--- config.mk ---
export PLATFORM = sky130hd
export DESIGN_NAME = hsc_switch_ctrl
export DESIGN_NICKNAME = d
export VERILOG_FILES = /design/src/hsc_pkg.sv /design/src/hsc_cyclic_timer.sv /design/src/hsc_duty_gen.sv /design/src/hsc_switch_ctrl.sv
export VERILOG_INCLUDE_DIRS = /design/src
export SDC_FILE = /design/constraint.sdc
export NUM_CORES = 1
export LEC_CHECK = 0
export ABC_AREA = 0
export BUFFER_PORTS_ARGS = -buffer_cell sky130_fd_sc_hd__buf_2
export CORE_MARGIN = 1.5
export CORE_UTILIZATION = 55
export DETAILED_ROUTE_END_ITERATION = 8
export PLACE_DENSITY_LB_ADDON = 0.1
export SETUP_SLACK_MARGIN = 0.02
export SLEW_MARGIN = 25
export SYNTH_ARGS = -nofsm -noshare
export SYNTH_HDL_FRONTEND = slang
export SYNTH_SLANG_ARGS = --single-unit
--- constraint.sdc ---
create_clock -name i_clk -period 6.15 [get_ports i_clk]
set_input_delay 0.615 -clock i_clk [delete_from_list [all_inputs] [get_ports i_clk]]
set_output_delay 0.615 -clock i_clk [all_outputs]
set_load 0.02 [all_outputs]
--- src/hsc_defines.svh ---
// constants for the high-side switch timer control block
// assumes a 50 MHz core clock and the 7-bit register addresses below
`ifndef HSC_DEFINES_SVH
`define HSC_DEFINES_SVH

// register addresses and widths
`define HSC_ADDR_W 7
`define HSC_ADR_TMR2 7'h0D
`define HSC_ADR_SD 7'h10
`define HSC_ADR_SELA 7'h14
`define HSC_ADR_SELB 7'h15
`define HSC_RST_VAL 8'h00

// writable bit masks, reserved positions are zero
`define HSC_TMR_WMASK 8'h77
`define HSC_SD_WMASK 8'h70
`define HSC_SEL_WMASK 8'h77

// field positions
`define HSC_ON_LSB 4
`define HSC_PER_LSB 0
`define HSC_SD_OV_BIT 6
`define HSC_SD_UV_BIT 5
`define HSC_SD_REC_BIT 4

// clock and microsecond tick
`define HSC_CLK_HZ 50000000
`define HSC_US_CYC (`HSC_CLK_HZ / 1000000)

// on-times in microseconds
`define HSC_TON1_US 100
`define HSC_TON2_US 300
`define HSC_TON3_US 1000
`define HSC_TON4_US 10000
`define HSC_TON5_US 20000

// periods in milliseconds
`define HSC_PER0_MS 10
`define HSC_PER1_MS 20
`define HSC_PER2_MS 50
`define HSC_PER3_MS 100
`define HSC_PER4_MS 200
`define HSC_PER5_MS 1000
`define HSC_PER6_MS 2000

// duty generator base rate and resolution
`define HSC_DUTY_HZ 200
`define HSC_DUTY_STEPS 255
`define HSC_DUTY_STEP_CYC (`HSC_CLK_HZ / (`HSC_DUTY_HZ * `HSC_DUTY_STEPS))

`endif

--- src/hsc_pkg.sv ---
// types for the high-side switch timer control block
// no assumptions beyond the defines header
package hsc_pkg;

  // switch source selector codes
  typedef enum logic [2:0] {
    HSC_SRC_OFF = 3'b000,
    HSC_SRC_ON = 3'b001,
    HSC_SRC_T1 = 3'b010,
    HSC_SRC_T2 = 3'b011,
    HSC_SRC_D1 = 3'b100,
    HSC_SRC_D2 = 3'b101
  } hsc_src_t;

  // cyclic timer on-time codes
  typedef enum logic [2:0] {
    HSC_ON_OFF = 3'b000,
    HSC_ON_HIGH = 3'b110,
    HSC_ON_RSVD = 3'b111
  } hsc_on_t;

  // reserved period code
  localparam logic [2:0] HSC_PER_RSVD = 3'b111;

endpackage : hsc_pkg

--- src/hsc_cyclic_timer.sv ---
// one cyclic timer: on-time and period decode, counts in microseconds
// expects a one-cycle microsecond tick and a start pulse from the register bank
`timescale 1ns/1ns
`include "hsc_defines.svh"
module hsc_cyclic_timer
  import hsc_pkg::*;
(
  input wire logic i_clk, // core clock
  input wire logic i_rst_n, // async reset, low
  input wire logic i_us_tick, // one pulse per microsecond
  input wire logic i_start, // restart the period
  input wire logic [2:0] i_on_code, // on-time code
  input wire logic [2:0] i_per_code, // period code
  output logic o_out // timer output
);

  logic [20:0] cnt_ff;
  logic [20:0] nxt_cnt;
  logic out_ff;
  logic running;
  logic [20:0] on_len;
  logic [20:0] per_len;

  // on-time lookup
  function automatic logic [20:0] on_us(input logic [2:0] code);
    case (code)
      3'h1: on_us = 21'(`HSC_TON1_US);
      3'h2: on_us = 21'(`HSC_TON2_US);
      3'h3: on_us = 21'(`HSC_TON3_US);
      3'h4: on_us = 21'(`HSC_TON4_US);
      3'h5: on_us = 21'(`HSC_TON5_US);
      default: on_us = 21'h0;
    endcase
  endfunction : on_us

  // period lookup
  function automatic logic [20:0] per_us(input logic [2:0] code);
    case (code)
      3'h0: per_us = 21'(`HSC_PER0_MS * 1000);
      3'h1: per_us = 21'(`HSC_PER1_MS * 1000);
      3'h2: per_us = 21'(`HSC_PER2_MS * 1000);
      3'h3: per_us = 21'(`HSC_PER3_MS * 1000);
      3'h4: per_us = 21'(`HSC_PER4_MS * 1000);
      3'h5: per_us = 21'(`HSC_PER5_MS * 1000);
      3'h6: per_us = 21'(`HSC_PER6_MS * 1000);
      default: per_us = 21'h1;
    endcase
  endfunction : per_us

  // running only for on codes one to five and a valid period
  assign on_len = on_us(i_on_code);
  assign per_len = per_us(i_per_code);
  assign running = (on_len != 21'h0) && (i_per_code != HSC_PER_RSVD);

  // period counter, cleared on start or when stopped
  always_comb
  begin
    if (!running || i_start)
      nxt_cnt = 21'h0;
    else if (i_us_tick)
      nxt_cnt = (cnt_ff >= per_len - 21'h1) ? 21'h0 : cnt_ff + 21'h1;
    else
      nxt_cnt = cnt_ff;
  end

  always_ff @(posedge i_clk or negedge i_rst_n)
  begin
    if (!i_rst_n)
      cnt_ff <= 21'h0;
    else
      cnt_ff <= nxt_cnt;
  end

  // high for the on-time at the start of each period
  always_ff @(posedge i_clk or negedge i_rst_n)
  begin
    if (!i_rst_n)
      out_ff <= 1'b0;
    else if (i_on_code == HSC_ON_HIGH)
      out_ff <= 1'b1;
    else
      out_ff <= running && (nxt_cnt < on_len);
  end

  assign o_out = out_ff;
endmodule : hsc_cyclic_timer

--- src/hsc_duty_gen.sv ---
// one duty-cycle generator: 255 slots per period, on while slot < duty
// expects the duty value to be steady from the register owner
`timescale 1ns/1ns
`include "hsc_defines.svh"
module hsc_duty_gen
  import hsc_pkg::*;
#(
  parameter int P_STEP_CYC = `HSC_DUTY_STEP_CYC
)
(
  input wire logic i_clk, // core clock
  input wire logic i_rst_n, // async reset, low
  input wire logic [7:0] i_duty, // duty value over 255
  output logic o_out // generator output
);

  localparam int CW = $clog2(P_STEP_CYC + 1);
  logic [CW-1:0] step_ff;
  logic [7:0] slot_ff;
  logic out_ff;
  logic step_end;

  assign step_end = (step_ff == CW'(P_STEP_CYC - 1));

  // slot prescaler
  always_ff @(posedge i_clk or negedge i_rst_n)
  begin
    if (!i_rst_n)
      step_ff <= '0;
    else
      step_ff <= step_end ? '0 : step_ff + CW'(1);
  end

  // slot counter 0 to 254
  always_ff @(posedge i_clk or negedge i_rst_n)
  begin
    if (!i_rst_n)
      slot_ff <= 8'h00;
    else if (step_end)
      slot_ff <= (slot_ff == 8'(`HSC_DUTY_STEPS - 1)) ? 8'h00 : slot_ff + 8'h01;
  end

  // zero is always off, all ones always on
  always_ff @(posedge i_clk or negedge i_rst_n)
  begin
    if (!i_rst_n)
      out_ff <= 1'b0;
    else
      out_ff <= (i_duty == 8'hFF) || (slot_ff < i_duty);
  end

  assign o_out = out_ff;
endmodule : hsc_duty_gen

--- src/hsc_switch_ctrl.sv ---
// register bank and output logic for four high-side switches
// assumes a decoded register port, steady supply flags and fault pulses from the drivers
`timescale 1ns/1ns
`include "hsc_defines.svh"
// Operation
// - On-time code zero stops the second timer; its switches stay low.
// - On-time codes one to five give 0.1, 0.3, 1, 10, 20 ms.
// - On-time code six stops the timer and holds its switches high.
// - Period codes zero to six give 10 ms up to 2 s.
// - Writing a nonzero on-time starts the assigned timer automatically.
// - Restart clearing with cyclic sensing also clears the timer fields.
// - Reserved bits ignore writes and read as zero.
// - Overvoltage turns all switches off unless its disable bit is set.
// - Undervoltage turns all switches off unless its disable bit is set.
// - Recovery bit restores previous switch state after the supply fault.
// - First selector register holds switches one and two.
// - Second selector register holds switches three and four.
// - Selectors two and three follow the first and second timers.
// - Selectors four and five follow the duty generators.
// - Overcurrent or overtemperature clears that switch's selector.
// - Power-on or soft reset zeroes all four registers.
// - First timer uses the same encodings from its own register.
// - Duty value zero off, all ones on, else value over 255.
module hsc_switch_ctrl
  import hsc_pkg::*;
#(
  parameter int P_US_CYC = `HSC_US_CYC,
  parameter int P_DUTY_STEP_CYC = `HSC_DUTY_STEP_CYC
)
(
  input wire logic i_clk, // core clock
  input wire logic i_rst_n, // async reset, low
  input wire logic i_soft_rst, // soft reset request
  input wire logic i_wr_en, // register write strobe
  input wire logic i_rd_en, // register read strobe
  input wire logic [`HSC_ADDR_W-1:0] i_addr, // register address
  input wire logic [7:0] i_wdata, // write data
  output logic [7:0] o_rdata, // read data
  input wire logic [7:0] i_first_timer_ctrl, // first timer settings
  input wire logic [7:0] i_duty_one, // first duty value
  input wire logic [7:0] i_duty_two, // second duty value
  input wire logic i_supply_ov, // supply overvoltage
  input wire logic i_supply_uv, // supply undervoltage
  input wire logic [3:0] i_overcurrent, // per-switch overcurrent
  input wire logic [3:0] i_overtemp, // per-switch overtemperature
  input wire logic i_restart_mode, // device in restart mode
  input wire logic i_cyclic_sense, // cyclic sensing in use
  input wire logic i_restart_sw_clear, // clear switches in restart
  output logic [3:0] o_switch_on, // switch drive
  output logic o_supply_shutdown // supply shutdown active
);

  logic [7:0] tmr2_ff;
  logic [7:0] sd_ff;
  logic [7:0] sel_a_ff;
  logic [7:0] sel_b_ff;
  logic [7:0] nxt_sel_a;
  logic [7:0] nxt_sel_b;
  logic [7:0] rdata_ff;
  logic [3:0] sw_ff;
  logic shut_ff;
  logic t2_start_ff;
  logic t1_start_ff;
  logic [7:0] t1_prev_ff;
  localparam int PW = $clog2(P_US_CYC + 1);
  logic [$clog2(P_US_CYC + 1)-1:0] pre_ff;
  logic tick_ff;
  logic t1_out;
  logic t2_out;
  logic d1_out;
  logic d2_out;
  logic shut;
  logic rec;
  logic rst_clr;
  logic tmr_clr;
  logic [3:0] fault;
  logic [7:0] fmask_a;
  logic [7:0] fmask_b;
  logic [11:0] src_flat;

  // decoded strobes
  assign rst_clr = i_restart_mode && i_restart_sw_clear;
  assign tmr_clr = rst_clr && i_cyclic_sense;
  assign fault = i_overcurrent | i_overtemp;
  assign rec = sd_ff[`HSC_SD_REC_BIT];
  assign shut = (i_supply_ov && !sd_ff[`HSC_SD_OV_BIT]) || (i_supply_uv && !sd_ff[`HSC_SD_UV_BIT]);
  assign fmask_a = {1'b0, {3{fault[1]}}, 1'b0, {3{fault[0]}}};
  assign fmask_b = {1'b0, {3{fault[3]}}, 1'b0, {3{fault[2]}}};
  assign src_flat = {sel_b_ff[6:4], sel_b_ff[2:0], sel_a_ff[6:4], sel_a_ff[2:0]};

  // second timer control register
  always_ff @(posedge i_clk or negedge i_rst_n)
  begin
    if (!i_rst_n)
      tmr2_ff <= `HSC_RST_VAL;
    else if (i_soft_rst || tmr_clr)
      tmr2_ff <= `HSC_RST_VAL;
    else if (i_wr_en && i_addr == `HSC_ADR_TMR2)
      tmr2_ff <= i_wdata & `HSC_TMR_WMASK;
  end

  // shutdown control register
  always_ff @(posedge i_clk or negedge i_rst_n)
  begin
    if (!i_rst_n)
      sd_ff <= `HSC_RST_VAL;
    else if (i_soft_rst)
      sd_ff <= `HSC_RST_VAL;
    else if (i_wr_en && i_addr == `HSC_ADR_SD)
      sd_ff <= i_wdata & `HSC_SD_WMASK;
  end

  // selector next values, hardware clears win over a write
  always_comb
  begin
    nxt_sel_a = sel_a_ff;
    nxt_sel_b = sel_b_ff;
    if (i_wr_en && i_addr == `HSC_ADR_SELA)
      nxt_sel_a = i_wdata & `HSC_SEL_WMASK;
    if (i_wr_en && i_addr == `HSC_ADR_SELB)
      nxt_sel_b = i_wdata & `HSC_SEL_WMASK;
    nxt_sel_a = nxt_sel_a & ~fmask_a;
    nxt_sel_b = nxt_sel_b & ~fmask_b;
    if (i_soft_rst || rst_clr || (shut && !rec))
    begin
      nxt_sel_a = `HSC_RST_VAL;
      nxt_sel_b = `HSC_RST_VAL;
    end
  end

  // selector registers
  always_ff @(posedge i_clk or negedge i_rst_n)
  begin
    if (!i_rst_n)
    begin
      sel_a_ff <= `HSC_RST_VAL;
      sel_b_ff <= `HSC_RST_VAL;
    end
    else
    begin
      sel_a_ff <= nxt_sel_a;
      sel_b_ff <= nxt_sel_b;
    end
  end

  // read port, unmapped addresses read zero
  always_ff @(posedge i_clk or negedge i_rst_n)
  begin
    if (!i_rst_n)
      rdata_ff <= 8'h00;
    else if (i_rd_en)
    begin
      case (i_addr)
        `HSC_ADR_TMR2: rdata_ff <= tmr2_ff;
        `HSC_ADR_SD: rdata_ff <= sd_ff;
        `HSC_ADR_SELA: rdata_ff <= sel_a_ff;
        `HSC_ADR_SELB: rdata_ff <= sel_b_ff;
        default: rdata_ff <= 8'h00;
      endcase
    end
  end

  // microsecond tick shared by both timers
  always_ff @(posedge i_clk or negedge i_rst_n)
  begin
    if (!i_rst_n)
    begin
      pre_ff <= '0;
      tick_ff <= 1'b0;
    end
    else
    begin
      tick_ff <= (pre_ff == PW'(P_US_CYC - 1));
      pre_ff <= (pre_ff == PW'(P_US_CYC - 1)) ? '0 : pre_ff + PW'(1);
    end
  end

  // timer start pulses on a nonzero on-time setting
  always_ff @(posedge i_clk or negedge i_rst_n)
  begin
    if (!i_rst_n)
    begin
      t2_start_ff <= 1'b0;
      t1_start_ff <= 1'b0;
      t1_prev_ff <= 8'h00;
    end
    else
    begin
      t2_start_ff <= i_wr_en && i_addr == `HSC_ADR_TMR2 && i_wdata[6:4] != 3'h0;
      t1_start_ff <= (i_first_timer_ctrl != t1_prev_ff) && i_first_timer_ctrl[6:4] != 3'h0;
      t1_prev_ff <= i_first_timer_ctrl;
    end
  end

  // first cyclic timer, same coding as the second
  hsc_cyclic_timer u_first_timer (
    .i_clk(i_clk),
    .i_rst_n(i_rst_n),
    .i_us_tick(tick_ff),
    .i_start(t1_start_ff),
    .i_on_code(i_first_timer_ctrl[6:4]),
    .i_per_code(i_first_timer_ctrl[2:0]),
    .o_out(t1_out)
  );

  // second cyclic timer
  hsc_cyclic_timer u_second_timer (
    .i_clk(i_clk),
    .i_rst_n(i_rst_n),
    .i_us_tick(tick_ff),
    .i_start(t2_start_ff),
    .i_on_code(tmr2_ff[6:4]),
    .i_per_code(tmr2_ff[2:0]),
    .o_out(t2_out)
  );

  // duty generators
  hsc_duty_gen #(.P_STEP_CYC(P_DUTY_STEP_CYC)) u_first_duty (
    .i_clk(i_clk),
    .i_rst_n(i_rst_n),
    .i_duty(i_duty_one),
    .o_out(d1_out)
  );

  hsc_duty_gen #(.P_STEP_CYC(P_DUTY_STEP_CYC)) u_second_duty (
    .i_clk(i_clk),
    .i_rst_n(i_rst_n),
    .i_duty(i_duty_two),
    .o_out(d2_out)
  );

  // per-switch source mux and supply gating
  for (genvar k = 0; k < 4; k++)
  begin : g_sw
    logic val;
    always_comb
    begin
      case (hsc_src_t'(src_flat[3*k +: 3]))
        HSC_SRC_OFF: val = 1'b0;
        HSC_SRC_ON: val = 1'b1;
        HSC_SRC_T1: val = t1_out;
        HSC_SRC_T2: val = t2_out;
        HSC_SRC_D1: val = d1_out;
        HSC_SRC_D2: val = d2_out;
        default: val = 1'b0;
      endcase
    end
    always_ff @(posedge i_clk or negedge i_rst_n)
    begin
      if (!i_rst_n)
        sw_ff[k] <= 1'b0;
      else
        sw_ff[k] <= val && !shut;
    end
  end

  // shutdown status
  always_ff @(posedge i_clk or negedge i_rst_n)
  begin
    if (!i_rst_n)
      shut_ff <= 1'b0;
    else
      shut_ff <= shut;
  end

  assign o_switch_on = sw_ff;
  assign o_supply_shutdown = shut_ff;
  assign o_rdata = rdata_ff;
endmodule : hsc_switch_ctrl

==> flow_summary.ini <==
[worst_setup_path]
cp.required_ns = 6.47
critPathMaxStageDelay_ns = 0.64
cp_common_cell = nor2_1
path_delay_family = compound AO/OA/AOI/OAI gates
path_class = in -> reg
startpoint_type = input pin
crit_path_max_fanout = 14
worstPathCellList = buf_2 > nor2b_1 > inv_1 > nor2_1 > nor2_1 > ha_1 > nand4_1 > nor4_1 > or4b_1 > nand3_1 > a21o_1 > nor2_1 > ha_1 > a2111oi_0 > o21ai_0 > a2bb2oi_1 > a211oi_2
cp-end-kind = register
crit_slowest_cell = a2111oi_0
crit_arrival_ns = 4.90
critical_path_buf_inv_count = 2

[floorplan]
rows = 46
pin_count = 70
die_w_um = 131
start_util = 0.565
core_mm2 = 0.0159
dieArea_mm2 = 0.0171
die_h_um = 131

[layout]
area_growth_pct = 11.6
diodes = 0
design_area_mm2 = 0.0100
drive_gt1_frac = 0.124
nNetsFinal = 1209
utilization = 0.630
nFillCells = 1431

[clock_network]
clkLatencyLatePin_ns = 0.42
cts_setup_buffers = 0
post_cts_resized = 0
cts_tree = yes
cts_hold_buffers = 0
cts_made_buffers = 17
clockRootBuffer = clkbuf_16
clk_pin_slew_ns = 0.06
h-tree-depth = 4
clockBufferDepth = 2
clkSinkCount = 132

[drt]
drc = 0
ant_nets = 0
via_per_inst = 5.72
via_count = 7356
wl_um = 19700
drtIter0Drc = 375
firstDrtPassIters = 6
wl_per_cell_um = 15.3

[power_and_ir_drop]
combPwrFrac = 0.061
ir_drop_uv = 201
seq_power_share = 0.445
swShare = 0.247
report.power.total_mw = 1.97
power.leakage_nw = 4.51
pwr_density_cell_mw_per_mm2 = 196
p_int_mw = 1.48
p_sw_mw = 0.485
power_frac_clock = 0.494

[synth]
avgSynthCellArea_um2 = 9.00
synth_edf_count = 0
synth_area_leader_cell = dfrtp_1
synthCells = 1000
yosysMostFrequentCell = dfrtp_1
postSynth.asyncResetShare = 1.00
ys_seq_elements = 132
synthTopCellsByArea = dfrtp_1 (37%), ha_1 (13%), nor2_1 (4.1%)
yosys_warnings = 0
synth.cell_area_mm2 = 0.00900
ys_seq_area_frac = 0.367
synth.top_cell.area_share = 0.367
yosysUniqueCellTypes = 78
synth_commonest_cells = dfrtp_1 (132), nor2_1 (99), ha_1 (96)
synth_flop_cell = dfrtp_1

[sta]
min_period_ns = 4.58
drv_slew = 0
setup_violations = 0
fin_setup_tns_ns = 0
period_share = 0.744
relSlewSlack = 0.380
finClkSkew_ns = 0.00891
fmax_mhz = 219
worstMarginPinSlew_ns = 0.927
hold_viol = 0
rsz0062_at_grt = false

[job]
cap_violations = 0

[global_routing]
grt_use_total = 0.245
grt_overflow = 0
antenna_found_initial = 0
grt_max_degree = 71
grt_pass1_vias = 6832
grt_pass1_wl_um = 33000

[placement]
placed_cell_area_mm2 = 0.00948
io_buffers = 67
place_hpwl_um = 14500
gp_congestion = 0.834

[status]
status = finished clean

[min_path]
worstHoldPathType = in -> async
cell usage in the layout, fill, tap and decap left out, drive strengths merged, types with 8 or more instances in the layout:
| master | instances |
|---|---|
| nand3b | 8 |
| nand2 | 90 |
| or3 | 9 |
| o21ai | 62 |
| buf | 70 |
| o31ai | 11 |
| nor4 | 15 |
| inv | 58 |
| a21oi | 52 |
| clkbuf | 21 |
| nor3 | 23 |
| and2 | 8 |
| mux2i | 10 |
| dfrtp | 132 |
| and3 | 13 |
| a21o | 9 |
| xnor2 | 28 |
| nand3 | 56 |
| nor2b | 14 |
| nor2 | 99 |
| xor2 | 37 |
| ha | 96 |
| nand4 | 30 |
flip-flops by register name, indices dropped and copies added, names as in the netlist, 7 cells and up:
name	count
u_second_duty.step_ff	10
t1_prev_ff	8
u_first_duty.step_ff	10
o_rdata	7
u_first_duty.slot_ff	8
u_second_timer.cnt_ff	21
u_first_timer.cnt_ff	21
u_second_duty.slot_ff	8
final timing paths:
| check | cells past startpoint | from | slack, ns | endpoint |
|---|---|---|---|---|
| min reg2reg | 1 | u_second_duty.step_ff[0] | 0.48 | u_second_duty.step_ff[0] |
| max in group asynchronous | 2 | i_rst_n | 4.69 | o_switch_on[0] |
| min | 1 | i_rst_n | 0.16 | u_second_timer.cnt_ff[6] |
| min in group i_clk | 1 | i_first_timer_ctrl[7] | 0.32 | t1_prev_ff[7] |
| max reg2reg | 18 | tmr2_ff[1] | 1.68 | u_second_timer.o_out |
| max | 17 | i_first_timer_ctrl[1] | 1.57 | u_first_timer.o_out |
kinds of logic after synthesis:
group           count (synthesis)  synth area share
simple gates                  396             0.228
compound gates                207             0.148
other cells                     1          0.000416
buf+inv                        87            0.0410
fa+ha+maj                      96             0.133
flops                         132             0.367
xor+xnor                       65            0.0632
mux                            16            0.0186
metrics by stage:
step | setup WS [ns] | hold WS [ns] | instances
after global routing | 1.10 | 0.200 | 1285
final | 1.57 | 0.161 | 1285
after global placement | 1.27 | 0.470 | 1253
after CTS | 1.60 | 0.179 | 1285
after detailed placement | 1.15 | 0.477 | 1253
after floorplan | 1.79 | 0.319 | 1001
metal layers:
layer  track usage  wire [um]  up-vias
met4        0.0724        352        0
met2         0.395       9300      150
met5             0          0        -
met1         0.332       9200     3443
met3        0.0546        830       27
li1              -          -     3736
final cells by class:
cell class              instances  area [um2]  share of cell area
repair buffers                 70         364              0.0362
clock buffers                  21         480              0.0478
multi-input cells             782        5340               0.531
flip-flops and latches        132        3300               0.329
well taps                     216         270              0.0269
inverters                      53         201              0.0201
clock inverters                11        90.1             0.00897
power by group through the flow:
stage                     clock network [mW]  registers (mW)  logic [mW]
after floorplan                            0           0.891      0.0659
after global placement                     0           0.892       0.117
after detailed placement                   0           0.892       0.119
after CTS                              0.990           0.876       0.120
after global routing                    1.03           0.876       0.135
final                                  0.972           0.876       0.119
No activity file was read; power rests on OpenSTA's default activity.
